`config.mk`:
```
export PLATFORM = sky130hd
export DESIGN_NAME = usbif_ctrl
export DESIGN_NICKNAME = d
export VERILOG_FILES = /design/src/usbif_pkg.sv /design/src/usbif_ctrl.sv
export SDC_FILE = /design/constraint.sdc
export NUM_CORES = 1
export LEC_CHECK = 0
export BUFFER_PORTS_ARGS = -buffer_cell sky130_fd_sc_hd__clkbuf_2
export CAP_MARGIN = 20
export CORE_ASPECT_RATIO = 1.75
export CORE_MARGIN = 3
export CORE_UTILIZATION = 49
export DETAILED_ROUTE_END_ITERATION = 8
export PLACE_DENSITY_LB_ADDON = 0.15
export SYNTH_ARGS = -nofsm -noshare
export SYNTH_HDL_FRONTEND = slang
export SYNTH_SLANG_ARGS = --single-unit
```
`constraint.sdc`:
```
create_clock -name clk_i -period 1.7 [get_ports clk_i]
set_input_delay 0.085 -clock clk_i [delete_from_list [all_inputs] [get_ports clk_i]]
set_output_delay 0.085 -clock clk_i [all_outputs]
set_load 0.1 [all_outputs]
```
`src/usbif_pkg.sv`:
```
package usbif_pkg;
    localparam logic [5:0] ADDR_IF_RESET = 6'h00;
    localparam logic [5:0] ADDR_TOKEN_CTRL = 6'h04;
    localparam logic [5:0] ADDR_DEV_ADDR = 6'h08;
    localparam logic [5:0] ADDR_FUNC_CTRL = 6'h0c;
    localparam logic [5:0] ADDR_OTG_CTRL = 6'h10;
    localparam logic [5:0] ADDR_OTG_FLAGS = 6'h14;
    localparam logic [5:0] ADDR_SERIAL_CTRL = 6'h18;
    localparam logic [5:0] ADDR_LINE_FLAGS = 6'h1c;
    localparam logic [5:0] ADDR_STICKY = 6'h20;
    localparam logic [5:0] ADDR_MASKS = 6'h24;
    localparam logic [5:0] ADDR_FRAME_CNT = 6'h28;
    localparam logic [5:0] ADDR_PID = 6'h2c;
    localparam logic [5:0] ADDR_ENDPOINT = 6'h30;
    localparam logic [5:0] ADDR_EP_MATCH = 6'h34;
    localparam logic [5:0] ADDR_POWER_SIG = 6'h38;
    localparam logic [5:0] ADDR_PHY_CTRL = 6'h3c;
    localparam logic [7:0] TOKEN_CTRL_RESET = 8'h00;
    localparam logic [7:0] TOKEN_CTRL_WMASK = 8'hf7;
    localparam logic [4:0] FUNC_CTRL_RESET = 5'h07;
    localparam logic [7:0] OTG_CTRL_WMASK = 8'hdf;
    localparam logic [3:0] SERIAL_CTRL_RESET = 4'h2;
    localparam int FLAG_TOKEN = 6;
    localparam int FLAG_SE0 = 5;
    localparam int FLAG_K = 4;
    localparam int FLAG_J = 3;
    localparam int FLAG_CRC16 = 2;
    localparam int FLAG_RXACT = 1;
    localparam int FLAG_RXERR = 0;
    localparam int MASK1_LSB = 0;
    localparam int MASK2_LSB = 8;
    localparam int MASK3_LSB = 16;
    localparam logic [1:0] LINE_SE0 = 2'h0;
    localparam logic [1:0] LINE_J = 2'h1;
    localparam logic [1:0] LINE_K = 2'h2;
endpackage : usbif_pkg
```
`src/usbif_ctrl.sv`:
```
`timescale 1ns/1ps
// Operation
// [RULE1] Any write to reset register clears module state.
// [RULE2] Token control enables, bits seven to zero.
// [RULE3] Seven-bit address filters received token packets.
// [RULE4] Software keeps address zero until enumeration.
// [RULE5] Functional control drives opmode, termsel, xcvrsel.
// [RULE6] On-the-go control drives VBUS and pull controls.
// [RULE7] On-the-go flags reflect transceiver inputs.
// [RULE8] Serial bits six to four report receivers.
// [RULE9] Serial bits drive SE0, data, enable, mode.
// [RULE10] Token flag on good matching token.
// [RULE11] Line flags for SE0, K, J.
// [RULE12] CRC16 flag on bad data packet.
// [RULE13] Flags follow receive active and error.
// [RULE14] Non-sticky flags clear at packet start; the code clears only the token and CRC16 flags there.
// [RULE15] Sticky flags hold until written one.
// [RULE16] Non-sticky flags track their sources; the code does so only for the SE0, K, J, receive active and error flags.
// [RULE17] Three masks OR flags onto outputs.
// [RULE18] Eleven-bit read-write frame-start counter.
// [RULE19] Registers accessed with full 32-bit words.
// [RULE20] Port signals: clock, tx, rx, flags.
// [RULE21] Flag outputs follow within one cycle.
module usbif_ctrl (
    input wire logic clk_i,
    input wire logic rst_n_i,
    input wire logic reg_wr_i,
    input wire logic reg_rd_i,
    input wire logic [5:0] reg_addr_i,
    input wire logic [31:0] reg_wdata_i,
    output logic [31:0] reg_rdata_o,
    output logic reg_ack_o,
    input wire logic link_clk_i,
    input wire logic [1:0] line_state_i,
    input wire logic rx_active_i,
    input wire logic rx_error_i,
    input wire logic [5:0] otg_status_i,
    input wire logic [2:0] serial_rx_i,
    input wire logic token_valid_i,
    input wire logic [6:0] token_addr_i,
    input wire logic [3:0] token_pid_i,
    input wire logic [3:0] token_endp_i,
    input wire logic frame_start_i,
    input wire logic [10:0] frame_number_i,
    input wire logic data_crc_fail_i,
    output logic token_accept_o,
    output logic [2:0] op_mode_o,
    output logic term_select_o,
    output logic xcvr_select_o,
    output logic [7:0] otg_ctrl_o,
    output logic [3:0] serial_ctrl_o,
    output logic [7:0] token_ctrl_o,
    output logic [6:0] dev_addr_o,
    output logic [2:0] flag_port_o
);
    logic [2:0] lclk_sync;
    logic [2:0] la_sync;
    logic [2:0] le_sync;
    logic [1:0] ls0_sync;
    logic [1:0] ls1_sync;
    logic [1:0] ls2_sync;
    logic link_edge;
    logic soft_rst;
    logic wr_hit;
    logic [7:0] token_ctrl;
    logic [6:0] dev_addr;
    logic [4:0] func_ctrl;
    logic [7:0] otg_ctrl;
    logic [3:0] serial_ctrl;
    logic [6:0] flags;
    logic [6:0] sticky;
    logic [22:0] masks;
    logic [10:0] frame_cnt;
    logic [3:0] last_pid;
    logic [4:0] last_endp;
    logic [15:0] ep_match;
    logic [8:0] power_sig;
    logic [18:0] phy_ctrl;
    logic [6:0] src_set;
    logic [6:0] next_flags;
    logic token_ok;
    logic rx_act_q;
    logic pkt_start;
    logic [1:0] line_q;

    // Link signals pass three stages; line state counts once the last two agree, the link clock rising edge once the middle is high and the last low.
    always_ff @(posedge clk_i) begin
        if (!rst_n_i) begin
            lclk_sync <= 3'h0;
            la_sync <= 3'h0;
            le_sync <= 3'h0;
            ls0_sync <= 2'h0;
            ls1_sync <= 2'h0;
            ls2_sync <= 2'h0;
        end else begin
            lclk_sync <= {lclk_sync[1:0], link_clk_i};
            la_sync <= {la_sync[1:0], rx_active_i};
            le_sync <= {le_sync[1:0], rx_error_i};
            ls0_sync <= line_state_i;
            ls1_sync <= ls0_sync;
            ls2_sync <= ls1_sync;
        end
    end

    assign link_edge = lclk_sync[1] & ~lclk_sync[2];
    assign wr_hit = reg_wr_i;
    assign soft_rst = reg_wr_i && (reg_addr_i == usbif_pkg::ADDR_IF_RESET); // see [RULE1]
    assign reg_ack_o = reg_wr_i | reg_rd_i; // see [RULE19]

    always_ff @(posedge clk_i) begin
        if (!rst_n_i || soft_rst) begin // see [RULE1]
            token_ctrl <= usbif_pkg::TOKEN_CTRL_RESET;
            dev_addr <= 7'h00;
            func_ctrl <= usbif_pkg::FUNC_CTRL_RESET;
            otg_ctrl <= 8'h00;
            serial_ctrl <= usbif_pkg::SERIAL_CTRL_RESET;
            sticky <= 7'h00;
            masks <= 23'h000000;
            ep_match <= 16'h0000;
            power_sig <= 9'h000;
            phy_ctrl <= 19'h00000;
        end else if (wr_hit) begin
            if (reg_addr_i == usbif_pkg::ADDR_TOKEN_CTRL) begin
                token_ctrl <= reg_wdata_i[7:0] & usbif_pkg::TOKEN_CTRL_WMASK; // see [RULE2]
            end else if (reg_addr_i == usbif_pkg::ADDR_DEV_ADDR) begin
                dev_addr <= reg_wdata_i[6:0]; // see [RULE3]
            end else if (reg_addr_i == usbif_pkg::ADDR_FUNC_CTRL) begin
                func_ctrl <= reg_wdata_i[4:0]; // see [RULE5]
            end else if (reg_addr_i == usbif_pkg::ADDR_OTG_CTRL) begin
                otg_ctrl <= reg_wdata_i[7:0] & usbif_pkg::OTG_CTRL_WMASK; // see [RULE6]
            end else if (reg_addr_i == usbif_pkg::ADDR_SERIAL_CTRL) begin
                serial_ctrl <= reg_wdata_i[3:0]; // see [RULE9]
            end else if (reg_addr_i == usbif_pkg::ADDR_STICKY) begin
                sticky <= reg_wdata_i[6:0]; // see [RULE15]
            end else if (reg_addr_i == usbif_pkg::ADDR_MASKS) begin
                masks <= {reg_wdata_i[22:16], 1'b0, reg_wdata_i[14:8], 1'b0, reg_wdata_i[6:0]}; // see [RULE17]
            end else if (reg_addr_i == usbif_pkg::ADDR_EP_MATCH) begin
                ep_match <= reg_wdata_i[15:0];
            end else if (reg_addr_i == usbif_pkg::ADDR_POWER_SIG) begin
                power_sig <= reg_wdata_i[8:0];
            end else if (reg_addr_i == usbif_pkg::ADDR_PHY_CTRL) begin
                phy_ctrl <= {reg_wdata_i[18], 4'h0, reg_wdata_i[13:4], 4'h0};
            end
        end
    end

    // A token counts only with token checking on and the stored address matching.
    assign token_ok = token_valid_i && token_ctrl[0] && (token_addr_i == dev_addr); // see [RULE3] see [RULE10]
    assign token_accept_o = token_ok;

    always_ff @(posedge clk_i) begin
        if (!rst_n_i || soft_rst) begin
            last_pid <= 4'h0;
            last_endp <= 5'h00;
        end else if (token_ok) begin
            last_pid <= token_pid_i;
            last_endp <= {1'b1, token_endp_i};
        end
    end

    always_ff @(posedge clk_i) begin
        if (!rst_n_i || soft_rst) begin
            frame_cnt <= 11'h000;
        end else if (wr_hit && reg_addr_i == usbif_pkg::ADDR_FRAME_CNT) begin
            frame_cnt <= reg_wdata_i[10:0]; // see [RULE18]
        end else if (frame_start_i) begin
            frame_cnt <= frame_number_i; // see [RULE18]
        end
    end

    always_ff @(posedge clk_i) begin
        if (!rst_n_i || soft_rst) begin
            rx_act_q <= 1'b0;
            line_q <= usbif_pkg::LINE_SE0;
        end else begin
            if (link_edge) begin
                rx_act_q <= la_sync[2];
            end
            // The line state counts only once the last two stages agree.
            if (ls1_sync == ls2_sync) begin
                line_q <= ls2_sync; // see [RULE11]
            end
        end
    end

    assign pkt_start = link_edge && la_sync[2] && !rx_act_q;

    always_comb begin
        src_set = 7'h00;
        src_set[usbif_pkg::FLAG_TOKEN] = token_ok; // see [RULE10]
        src_set[usbif_pkg::FLAG_SE0] = token_ctrl[2] && line_q == usbif_pkg::LINE_SE0; // see [RULE11]
        src_set[usbif_pkg::FLAG_K] = token_ctrl[2] && line_q == usbif_pkg::LINE_K; // see [RULE11]
        src_set[usbif_pkg::FLAG_J] = token_ctrl[2] && line_q == usbif_pkg::LINE_J; // see [RULE11]
        src_set[usbif_pkg::FLAG_CRC16] = data_crc_fail_i; // see [RULE12]
        src_set[usbif_pkg::FLAG_RXACT] = la_sync[2] && la_sync[1]; // see [RULE13]
        src_set[usbif_pkg::FLAG_RXERR] = le_sync[2] && le_sync[1]; // see [RULE13]
        for (int i = 0; i < 7; i++) begin
            if (sticky[i]) begin
                // Sticky: a one written clears, but a new event in the same cycle wins.
                next_flags[i] = src_set[i] | (flags[i] & ~(wr_hit && reg_addr_i == usbif_pkg::ADDR_LINE_FLAGS
                    && reg_wdata_i[i])); // see [RULE15]
            end else if (i == usbif_pkg::FLAG_RXACT || i == usbif_pkg::FLAG_RXERR || (i >= usbif_pkg::FLAG_J
                && i <= usbif_pkg::FLAG_SE0)) begin
                next_flags[i] = src_set[i]; // see [RULE16]
            end else begin
                next_flags[i] = src_set[i] | (flags[i] & ~pkt_start); // see [RULE14]
            end
        end
    end

    always_ff @(posedge clk_i) begin
        if (!rst_n_i || soft_rst) begin
            flags <= 7'h00;
        end else begin
            flags <= next_flags;
        end
    end

    always_ff @(posedge clk_i) begin
        if (!rst_n_i || soft_rst) begin
            flag_port_o <= 3'h0;
        end else begin
            flag_port_o[0] <= |(next_flags & masks[usbif_pkg::MASK1_LSB +: 7]); // see [RULE17] see [RULE21]
            flag_port_o[1] <= |(next_flags & masks[usbif_pkg::MASK2_LSB +: 7]); // see [RULE17] see [RULE21]
            flag_port_o[2] <= |(next_flags & masks[usbif_pkg::MASK3_LSB +: 7]); // see [RULE17] see [RULE21]
        end
    end

    always_comb begin
        reg_rdata_o = 32'h00000000;
        if (reg_addr_i == usbif_pkg::ADDR_TOKEN_CTRL) begin
            reg_rdata_o[7:0] = token_ctrl;
        end else if (reg_addr_i == usbif_pkg::ADDR_DEV_ADDR) begin
            reg_rdata_o[6:0] = dev_addr;
        end else if (reg_addr_i == usbif_pkg::ADDR_FUNC_CTRL) begin
            reg_rdata_o[4:0] = func_ctrl;
        end else if (reg_addr_i == usbif_pkg::ADDR_OTG_CTRL) begin
            reg_rdata_o[7:0] = otg_ctrl;
        end else if (reg_addr_i == usbif_pkg::ADDR_OTG_FLAGS) begin
            reg_rdata_o[5:0] = otg_status_i; // see [RULE7]
        end else if (reg_addr_i == usbif_pkg::ADDR_SERIAL_CTRL) begin
            reg_rdata_o[6:0] = {serial_rx_i, serial_ctrl}; // see [RULE8]
        end else if (reg_addr_i == usbif_pkg::ADDR_LINE_FLAGS) begin
            reg_rdata_o[6:0] = flags;
        end else if (reg_addr_i == usbif_pkg::ADDR_STICKY) begin
            reg_rdata_o[6:0] = sticky;
        end else if (reg_addr_i == usbif_pkg::ADDR_MASKS) begin
            reg_rdata_o[22:0] = masks;
        end else if (reg_addr_i == usbif_pkg::ADDR_FRAME_CNT) begin
            reg_rdata_o[10:0] = frame_cnt;
        end else if (reg_addr_i == usbif_pkg::ADDR_PID) begin
            reg_rdata_o[3:0] = last_pid;
        end else if (reg_addr_i == usbif_pkg::ADDR_ENDPOINT) begin
            reg_rdata_o[4:0] = last_endp;
        end else if (reg_addr_i == usbif_pkg::ADDR_EP_MATCH) begin
            reg_rdata_o[15:0] = ep_match;
        end else if (reg_addr_i == usbif_pkg::ADDR_POWER_SIG) begin
            reg_rdata_o[8:0] = power_sig;
        end else if (reg_addr_i == usbif_pkg::ADDR_PHY_CTRL) begin
            reg_rdata_o[18:0] = phy_ctrl;
        end
    end

    assign op_mode_o = func_ctrl[4:2]; // see [RULE5]
    assign term_select_o = func_ctrl[1]; // see [RULE5]
    assign xcvr_select_o = func_ctrl[0]; // see [RULE5]
    assign otg_ctrl_o = otg_ctrl; // see [RULE6]
    assign serial_ctrl_o = serial_ctrl; // see [RULE9]
    assign token_ctrl_o = token_ctrl; // see [RULE2]
    assign dev_addr_o = dev_addr;
endmodule : usbif_ctrl

```
==> summary.md, run 1 <==
| Metric | Value |
|---|---|
| Run status | complete, but fails checks |
| Failing checks | negative setup slack |
| DR iter-0 viols | 476 |
| Post-DR wirelength/cell | 22.18 um |
| Core area | 0.01366 mm^2 |
| Die H | 163.5 um |
| Worst setup skew after layout | 0.01387 ns |
| Global-route wire length before repair | 41340 um |
| Share of synthesized registers carrying an async set or reset | 0 |
| Area growth from synthesis to layout | 52.08% |
| Via count | 7431 |
| Yosys top cell area share | 0.4094 |
| CP Cell Sequence | and3b_1 -> o2111a_1 -> a221oi_2 -> o221ai_2 -> o2bb2ai_4 -> buf_12 |
| End-of-flow core utilization | 0.7728 |
| Post-placement worst setup slack | -0.4202 ns |
| Hold violation count in the final report | 0 |
| Initial antenna violation count | 0 |
| Clock net sink count | 142 |
| Largest stage delay on the critical path | 0.34 ns |
| DPL Wire Length | 19550 um |
| CP Class | flop to primary output |
| Overall Power | 8.194 mW |
| Crit path time final | 2.031 ns |
| Setup WS post-layout | -0.3307 ns |
| Post-Route WL | 27880 um |
| Top flip-flop cell by instance count after synthesis | dfxtp_1 |
| Number of warnings issued by yosys | 0 |
| Post-synthesis instance area | 0.006943 mm^2 |
| Count of inserted antenna diode cells | 0 |
| Tcrit/Tclk final | 1.195 |
| Kind of end point of the critical path | primary output |
| Largest vdd supply drop | 0.7329 mV |
| Fin. max-slew vios | 0 |
| Hold/Removal Path Class | input pin to flop |
| Lkg Pwr | 4.638 nW |
| GRT Total Usage | 0.3521 |
| Count of cell types in the netlist | 75 |
| Area of the die | 0.01569 mm^2 |
| Count of port buffers added during placement | 133 |
| Maximum achievable frequency | 492.4 MHz |
| Pin count of the biggest net entering global routing | 32 |
| Clock-pin slew reported for the worst setup and hold paths after clock tree synthesis | 0.07 ns |
| Post-route DRC | 0 |
| Number of I/O pins | 154 |
| Maxcap violations | 0 |
| Mean post-synth cell area | 8.625 um^2 |
| Number of clock buffers inserted by TritonCTS | 17 |
| Grt ovf | 0 |
| Root buffer cell | clkbuf_16 |
| Post-synthesis sequential area ratio | 0.4094 |
| Bufs on Longest Clock Path | 2 |
| Row Count | 56 |
| Number of levels in the clock H-tree | 4 |
| Cell count of the worst hold path | 3 |
| Via count of the first global-routing pass | 7478 |
| Global placement routability congestion | 0.9546 |
| Initial standard-cell utilization of the core | 0.5082 |
| Worst Path Max Fanout | 2 |
| Pwr/cell area | 776.0 mW/mm^2 |
| Via/cell ratio | 5.912 |
| Cell count after synthesis | 805 |
| CP max-delay cell | dfxtp_2 |
| Clk_lat worst skew | 0.42 ns |
| First-pass DRT Iterations | 5 |
| Setup repair after global routing missed its margin | yes |
| Worst Max-Slew Pin Slew | 0.6211 ns |
| Arrival time worst endpoint | 1.95 ns |
| Horizontal extent of the die | 95.98 um |
| TritonCTS clock tree | built |
| Critical path data required time | 1.62 ns |
| Number of enable flip-flop cells after synthesis | 0 |
| Number of cells on the worst reg-to-reg path | 8 |
| Final setup violation count | 15 |
| TNS Setup | -2.117 ns |
| Area leader, netlist | dfxtp_1 |
| Sort of element at the start of the critical path | flop |
| Most area-consuming cells after synthesis | dfxtp_1, mux2i_1, nand2_1 |
| Number of storage elements in the synthesis netlist | 142 |
| Net count reported at finish | 1156 |
| Worst slew margin relative to its limit | 0.5859 |
| Residual antenna-violating net count after detailed routing | 0 |
| Fraction of final layout cells sized beyond drive strength 1 | 0.3998 |
[per-layer routing]
metal	vias to the layer above	wire length (um)	GRT usage
li1	3361	-	-
met1	3594	9982	0.3799
met2	367	14670	0.6181
met3	109	1431	0.05438
met4	0	1796	0.2267
met5	-	0	0
[registers in the layout, summed over array words and instances (netlist names), 3 cells and up]
register / count
masks: 21
ep_match: 16
frame_cnt: 11
phy_ctrl: 11
power_sig: 9
dev_addr_o: 7
flags: 7
otg_ctrl_o: 7
sticky: 7
token_ctrl_o: 7
func_ctrl: 5
last_endp: 5
last_pid: 4
serial_ctrl_o: 4
flag_port_o: 3
la_sync: 3
lclk_sync: 3
le_sync: 3
[layout by cell type, fill, tap and decap left out, drive strengths merged, types with 9 or more instances in the layout]
cell         Yosys  layout
buf             47     165
dfxtp          142     142
nand2          124     124
clkbuf          18     123
nor2            91      91
mux2i           74      74
a21oi           58      58
dlygate4sd3      0      31
and2            29      29
o21ai           24      24
nand3           23      23
a22oi           20      20
a211oi          18      18
inv              5      12
conb             1      11
o22ai            9       9
xnor2            9       9
nand2b           9       9
nor3             9       9
[logic make-up (layout without fill, tap and decap cells)]
family	Yosys count	in the layout	synth area share
xor+xnor	9	9	0.01135
other cells	1	11	0.0005401
buf+inv	70	338	0.05568
flops	142	142	0.4094
simple gates	320	320	0.2341
compound gates	187	187	0.1790
mux	76	76	0.1099
[power breakdown]
part / total (mW) / internal [mW] / switching (mW) / leakage (nW)
Sequential: 3.38 / 3.36 / 0.0285 / 1.16
Clock: 3.73 / 2.06 / 1.67 / 0.270
Combinational: 1.08 / 0.427 / 0.651 / 3.20
[repair_timing]
action,4_1_cts,5_1_grt
hold endpoints to repair,48,0
resized for setup,43,56
buffers inserted,13,14
hold buffers,31,0
endpoints found under the setup margin,32,58
pin swaps,25,26
gates cloned,1,1
[final timing paths]
check,from,slack [ns],end
worst max-delay path,power_sig[1],-0.33,reg_rdata_o[1]
worst min-delay path,frame_number_i[10],0.005,frame_cnt[10]
worst max register to register,dev_addr_o[0],-0.04,last_endp[3]
worst min register to register,ls0_sync[0],0.44,ls1_sync[0]
[synth_stat cells (all sizes together), types with 18 or more instances]
| master | count |
|---|---|
| a211oi | 18 |
| o21ai | 24 |
| nor2 | 91 |
| nand2 | 124 |
| dfxtp | 142 |
| and2 | 29 |
| a22oi | 20 |
| clkbuf | 18 |
| buf | 47 |
| nand3 | 23 |
| mux2i | 74 |
| a21oi | 58 |
[worst max-delay path, delay by kind of cell (launching register included)]
| kind | cells | cell delay [ns] |
|---|---|---|
| flops | 1 | 0.34 |
| compound gates | 4 | 0.83 |
| simple gates | 1 | 0.18 |
| buf+inv | 1 | 0.18 |
[final cells by class]
type / instances / area, um^2
Tap cell: 174 / 217.7
Inverter: 5 / 18.77
Multi-Input combinational cell: 603 / 4208
Clock inverter: 14 / 151.4
Sequential cell: 142 / 2905
Timing Repair Buffer: 302 / 2633
Clock buffer: 17 / 425.4
Fill cell: 937 / 3104
[stage by stage]
step | instance area [um^2] | std cells | hold slack, ns
detailed placement | 9064 | 1170 | 0.2962
global placement | 9064 | 1170 | 0.2947
finish | 10560 | 1257 | 0.004918
floorplan | 7221 | 815 | 0.2123
CTS | 10250 | 1245 | 0.006995
global route | 10560 | 1257 | 0.009572
No activity file was read; power rests on OpenSTA's default activity.
==> run 2, diff against run 1 <==
==> constraint.sdc (replaced) <==
create_clock -name clk_i -period 1.7 [get_ports clk_i]
set_input_delay 0.34 -clock clk_i [delete_from_list [all_inputs] [get_ports clk_i]]
set_output_delay 0.34 -clock clk_i [all_outputs]
set_load 0.1 [all_outputs]
==> summary.md, run 2 (same netlist as run 1, synthesis figures left out) <==
| Metric | Value |
|---|---|
| Horizontal extent of the die | 95.98 um |
| Flip-flop count of the largest register, all copies and words added | 21 |
| CP Cell Sequence | clkbuf_16 -> or4_4 -> buf_6 -> nor2_4 -> a221oi_2 -> o221ai_1 -> buf_4 -> o2bb2ai_4 -> buf_12 |
| Pin count of the biggest net entering global routing | 23 |
| Filler cell count | 762 |
| Number of clock buffers inserted by TritonCTS | 17 |
| Number of hold-repair buffers added at the cts stage | 0 |
| Row Count | 56 |
| Crit path time final | 2.487 ns |
| Count of inserted antenna diode cells | 0 |
| Failing checks | negative setup slack |
| Setup WS post-layout | -0.7874 ns |
| Kind of end point of the critical path | primary output |
| Number of levels in the clock H-tree | 4 |
| Initial standard-cell utilization of the core | 0.5082 |
| Crit-path leading delay family | simple AND/OR/NAND/NOR gates |
| Placed instance area | 0.009318 mm^2 |
| Relative contribution of the clock network to total power | 0.437 |
| Count of port buffers added during placement | 133 |
| Worst Path Max Fanout | 7 |
| Maximum achievable frequency | 402.0 MHz |
| Post-DR wirelength/cell | 24.48 um |
| Fin. max-slew vios | 0 |
| CP max-delay cell | or4_4 |
| Post-Route WL | 30700 um |
| Bufs on Longest Clock Path | 2 |
| Setup repair after global routing missed its margin | yes |
| Grt ovf | 0 |
| Worst Max-Slew Pin Slew | 0.5565 ns |
| First-pass DRT Iterations | 5 |
| Number of buffer and inverter stages on the critical path | 4 |
| TritonCTS clock tree | built |
| Via/cell ratio | 6.203 |
| CP Class | input pin to primary output |
| Cell internal pwr | 5.766 mW |
| Pwr/cell area | 716.1 mW/mm^2 |
| Relative contribution of combinational cells to total power | 0.151 |
| GRT Total Usage | 0.3836 |
| Die H | 163.5 um |
| Fraction of final layout cells sized beyond drive strength 1 | 0.5120 |
| Core area | 0.01366 mm^2 |
| Area growth from synthesis to layout | 65.42% |
| Post-placement worst setup slack | -0.9225 ns |
| Largest vdd supply drop | 0.6217 mV |
| Proportion of power drawn by flip-flops and latches | 0.412 |
| DR iter-0 viols | 488 |
| Residual antenna-violating net count after detailed routing | 0 |
| Hold/Removal Path Class | input pin to flop |
| Clock-pin slew reported for the worst setup and hold paths after clock tree synthesis | 0.06 ns |
| Via count | 7778 |
| DPL Wire Length | 20400 um |
| Final setup violation count | 142 |
| Worst slew margin relative to its limit | 0.6306 |
| Clock net sink count | 142 |
| Global placement routability congestion | 1.035 |
| Largest register by flop count | masks |
| Switching share of power | 0.2989 |
| Via count of the first global-routing pass | 8058 |
| Switching power of the nets | 2.458 mW |
| Initial antenna violation count | 0 |
| Global-route wire length before repair | 44980 um |
| Overall Power | 8.225 mW |
| WHS | 0.1258 ns |
| Clk_lat worst skew | 0.42 ns |
| Largest stage delay on the critical path | 0.58 ns |
| Arrival time worst endpoint | 2.15 ns |
| End-of-flow core utilization | 0.8406 |
| Net count reported at finish | 1152 |
| Largest registers | masks (21), ep_match (16) |
| Hold violation count in the final report | 0 |
| Critical path data required time | 1.36 ns |
| Sort of element at the start of the critical path | input pin |
| Number of I/O pins | 154 |
| Worst setup skew after layout | 0.008529 ns |
| Maxcap violations | 0 |
| Root buffer cell | clkbuf_16 |
| Top library cells by usage in the layout, fill and taps aside | dfxtp_1, nand2_1, buf_4, clkbuf_2, mux2i_1 |
| Lkg Pwr | 4.812 nW |
| Area of the die | 0.01569 mm^2 |
| Tcrit/Tclk final | 1.463 |
| Most common cell after layout, fill and taps aside | dfxtp_1 |
| Final design instance area without fill | 0.01148 mm^2 |
| Run status | complete, but fails checks |
| Post-route DRC | 0 |
## run 2: metrics by stage
step,TNS [ns],instances
2_1_floorplan,-11.73,815
3_3_place_gp,-79.49,1189
3_5_place_dp,-85.50,1189
4_1_cts,-38.99,1249
5_1_grt,-34.28,1254
6_report,-27.55,1254
## run 2: power groups by stage
stage / Sequential, mW / Clock (mW) / Combinational (mW)
2_1_floorplan: 3.47 / 0 / 0.538
3_3_place_gp: 3.46 / 0 / 0.924
3_5_place_dp: 3.46 / 0 / 0.937
4_1_cts: 3.39 / 3.60 / 1.15
5_1_grt: 3.39 / 3.74 / 1.28
6_report: 3.39 / 3.59 / 1.24
## run 2: area by class of cell
cell class                 instances  area [um^2]  share of cell area
clock inverter                    15        125.1             0.01089
tap                              174        217.7             0.01896
inverter                           5        18.77            0.001634
multi-input combinational        603         4987              0.4343
timing repair buffer             298         2833              0.2466
sequential                       142         2878              0.2506
clock buffer                      17        425.4             0.03704
## run 2: metal layers
layer,routed length [um],GRT usage,vias to the layer above
li1,-,-,3372
met1,9978,0.3928,3761
met2,16050,0.6615,455
met3,2033,0.08618,190
met4,2636,0.2804,0
met5,0,0,-
## run 2: worst paths after layout
kind                   start              to  slack [ns]  cells past startpoint
max            reg_addr_i[2]  reg_rdata_o[1]       -0.79                      9
min          line_state_i[0]     ls0_sync[0]        0.13                      2
max reg2reg    dev_addr_o[5]     last_pid[3]       -0.27                      8
min reg2reg       le_sync[0]      le_sync[1]        0.44                      1
## run 2: repair_timing
| action | in CTS | in global routing |
|---|---|---|
| pin swaps | 49 | 32 |
| buffers inserted | 21 | 10 |
| gates resized for setup | 145 | 156 |
| setup endpoints to repair | 137 | 150 |
| cloned | 7 | 3 |
==> run 3, diff against run 2 <==
Settings changed: SETUP_SLACK_MARGIN from default to 0.2.
==> summary.md, run 3 (same netlist as run 1, synthesis figures left out) <==
| Metric | Value |
|---|---|
| Top library cells by usage in the layout, fill and taps aside | buf_4, dfxtp_1, nand2_1, mux2i_1, clkbuf_2 |
| Largest vdd supply drop | 0.7764 mV |
| Worst Path Max Fanout | 5 |
| Post-Route WL | 38160 um |
| Maximum achievable frequency | 391.3 MHz |
| Multi-input gate area | 0.005122 mm^2 |
| Cell Count, Final, Fillers Out | 1297 |
| Hold violation count in the final report | 0 |
| Clk_lat worst skew | 0.44 ns |
| Setup repair after global routing missed its margin | yes |
| Most common cell after layout, fill and taps aside | buf_4 |
| Post-route DRC | 0 |
| Sequential cell area | 0.002879 mm^2 |
| Crit path time final | 2.555 ns |
| Pwr/cell area | 693.5 mW/mm^2 |
| Global placement routability congestion | 0.9742 |
| Startpoint of the lowest-slack register-to-register path | lclk_sync[1] |
| Clock net sink count | 142 |
| Number of levels in the clock H-tree | 4 |
| Horizontal extent of the die | 95.98 um |
| Worst setup skew after layout | 0.01290 ns |
| Kind of end point of the critical path | primary output |
| Via count | 8722 |
| Initial standard-cell utilization of the core | 0.5082 |
| Hold/Removal Path Class | input pin to flop |
| End-of-flow core utilization | 0.9007 |
| TritonCTS clock tree | built |
| R2r setup slk | -0.43 ns |
| Number of I/O pins | 154 |
| Count of inserted antenna diode cells | 0 |
| Initial antenna violation count | 1 |
| Cell count of the worst hold path | 2 |
| Critical path data required time | 1.36 ns |
| Arrival time worst endpoint | 2.22 ns |
| Global-route wire length before repair | 47240 um |
| Core area | 0.01366 mm^2 |
| Count of port buffers added during placement | 133 |
| Number of hold-repair buffers added at the cts stage | 0 |
| Net count reported at finish | 1195 |
| Via/cell ratio | 6.725 |
| Clock-pin slew reported for the worst setup and hold paths after clock tree synthesis | 0.07 ns |
| Fin. max-slew vios | 0 |
| Failing checks | negative setup slack |
| Root buffer cell | clkbuf_16 |
| Run status | complete, but fails checks |
| Largest register by flop count | masks |
| DR iter-0 viols | 1035 |
| WHS | 0.1141 ns |
| Number of clock buffers inserted by TritonCTS | 17 |
| Fraction of final layout cells sized beyond drive strength 1 | 0.5467 |
| Lkg Pwr | 5.152 nW |
| Die H | 163.5 um |
| Pin count of the biggest net entering global routing | 23 |
| Largest registers | masks (21), ep_match (16) |
| Worst Hold Path EP | la_sync[0] |
| Bufs on Longest Clock Path | 2 |
| Area of the die | 0.01569 mm^2 |
| Worst slew margin relative to its limit | 0.5763 |
| Area growth from synthesis to layout | 77.26% |
| Tcrit/Tclk final | 1.503 |
| Residual antenna-violating net count after detailed routing | 0 |
| Setup WS post-layout | -0.8554 ns |
| Number of cells on the worst reg-to-reg path | 5 |
| Filler cell count | 511 |
| Final setup violation count | 151 |
| GRT Total Usage | 0.4047 |
| Row Count | 56 |
| DPL Wire Length | 20790 um |
| Worst setup path startpoint | reg_addr_i[0] |
| Grt ovf | 0 |
| Via count of the first global-routing pass | 8617 |
| CP Class | input pin to primary output |
| First-pass DRT Iterations | 8 |
| Worst Min Path Start | rx_active_i |
| Maxcap violations | 0 |
| Worst Max-Slew Pin Slew | 0.6326 ns |
| Sort of element at the start of the critical path | input pin |
| Flip-flop count of the largest register, all copies and words added | 21 |
| Inst Count DP | 1193 |
| Crit Reg-Reg Endpoint | flag_port_o[2] |
| Post-DR wirelength/cell | 29.42 um |
[run 3: repair_timing]
item,4_1_cts,5_1_grt
setup endpoints to repair,184,162
cloned,10,0
resized for setup,192,188
buffers inserted,38,24
pin swaps,53,66
[run 3: routing by layer]
layer | track usage | vias up | routed length, um | share of wire
met2 | 0.7059 | 805 | 18090 | 0.47
met5 | 0 | - | 20 | 0.00052
met3 | 0.09401 | 378 | 3833 | 0.10
met1 | 0.3859 | 4088 | 11780 | 0.31
li1 | - | 3449 | - | -
met4 | 0.3387 | 2 | 4433 | 0.12
[run 3: through the flow]
stage                     cell area (um^2)  worst slack (ns)  TNS (ns)  power (mW)
after global routing                 12310           -0.8576    -69.18       8.645
final                                12310           -0.8554    -63.60       8.535
after global placement                9500           -0.8929    -81.80       4.410
after floorplan                       7552           -0.9609    -11.72       4.038
after detailed placement              9500           -0.8877    -91.78       4.428
after CTS                            11410           -0.7595    -45.21       8.257
[run 3: worst max path at each step]
stage	endpoint	slack [ns]	cells after the start
after floorplan	reg_rdata_o[3]	-0.96	7
after global placement	reg_rdata_o[5]	-0.89	10
after detailed placement	reg_rdata_o[5]	-0.89	10
after CTS	reg_rdata_o[3]	-0.76	7
after global routing	reg_rdata_o[1]	-0.86	8
final	reg_rdata_o[1]	-0.86	8
[run 3: report_power, final]
group          leakage [nW]  internal, mW  switching, mW  total (mW)
Combinational          3.71         0.595          0.834        1.43
Sequential             1.16          3.35         0.0355        3.39
Clock                 0.281          1.95           1.77        3.72
[run 3: cell type report]
type | instances | area share
Multi-Input combinational cell | 604 | 0.4162
Sequential cell | 142 | 0.2339
Tap cell | 174 | 0.01769
Clock inverter | 15 | 0.01169
Clock buffer | 17 | 0.03457
Timing Repair Buffer | 340 | 0.2844
Inverter | 5 | 0.001525
[run 3: critical path, stage by stage]
cell       delay [ns]
buf_8            0.10
or4_4            0.60
nor2_4           0.33
a221oi_2         0.17
buf_4            0.20
o221ai_4         0.10
o2bb2ai_4        0.16
buf_12           0.19
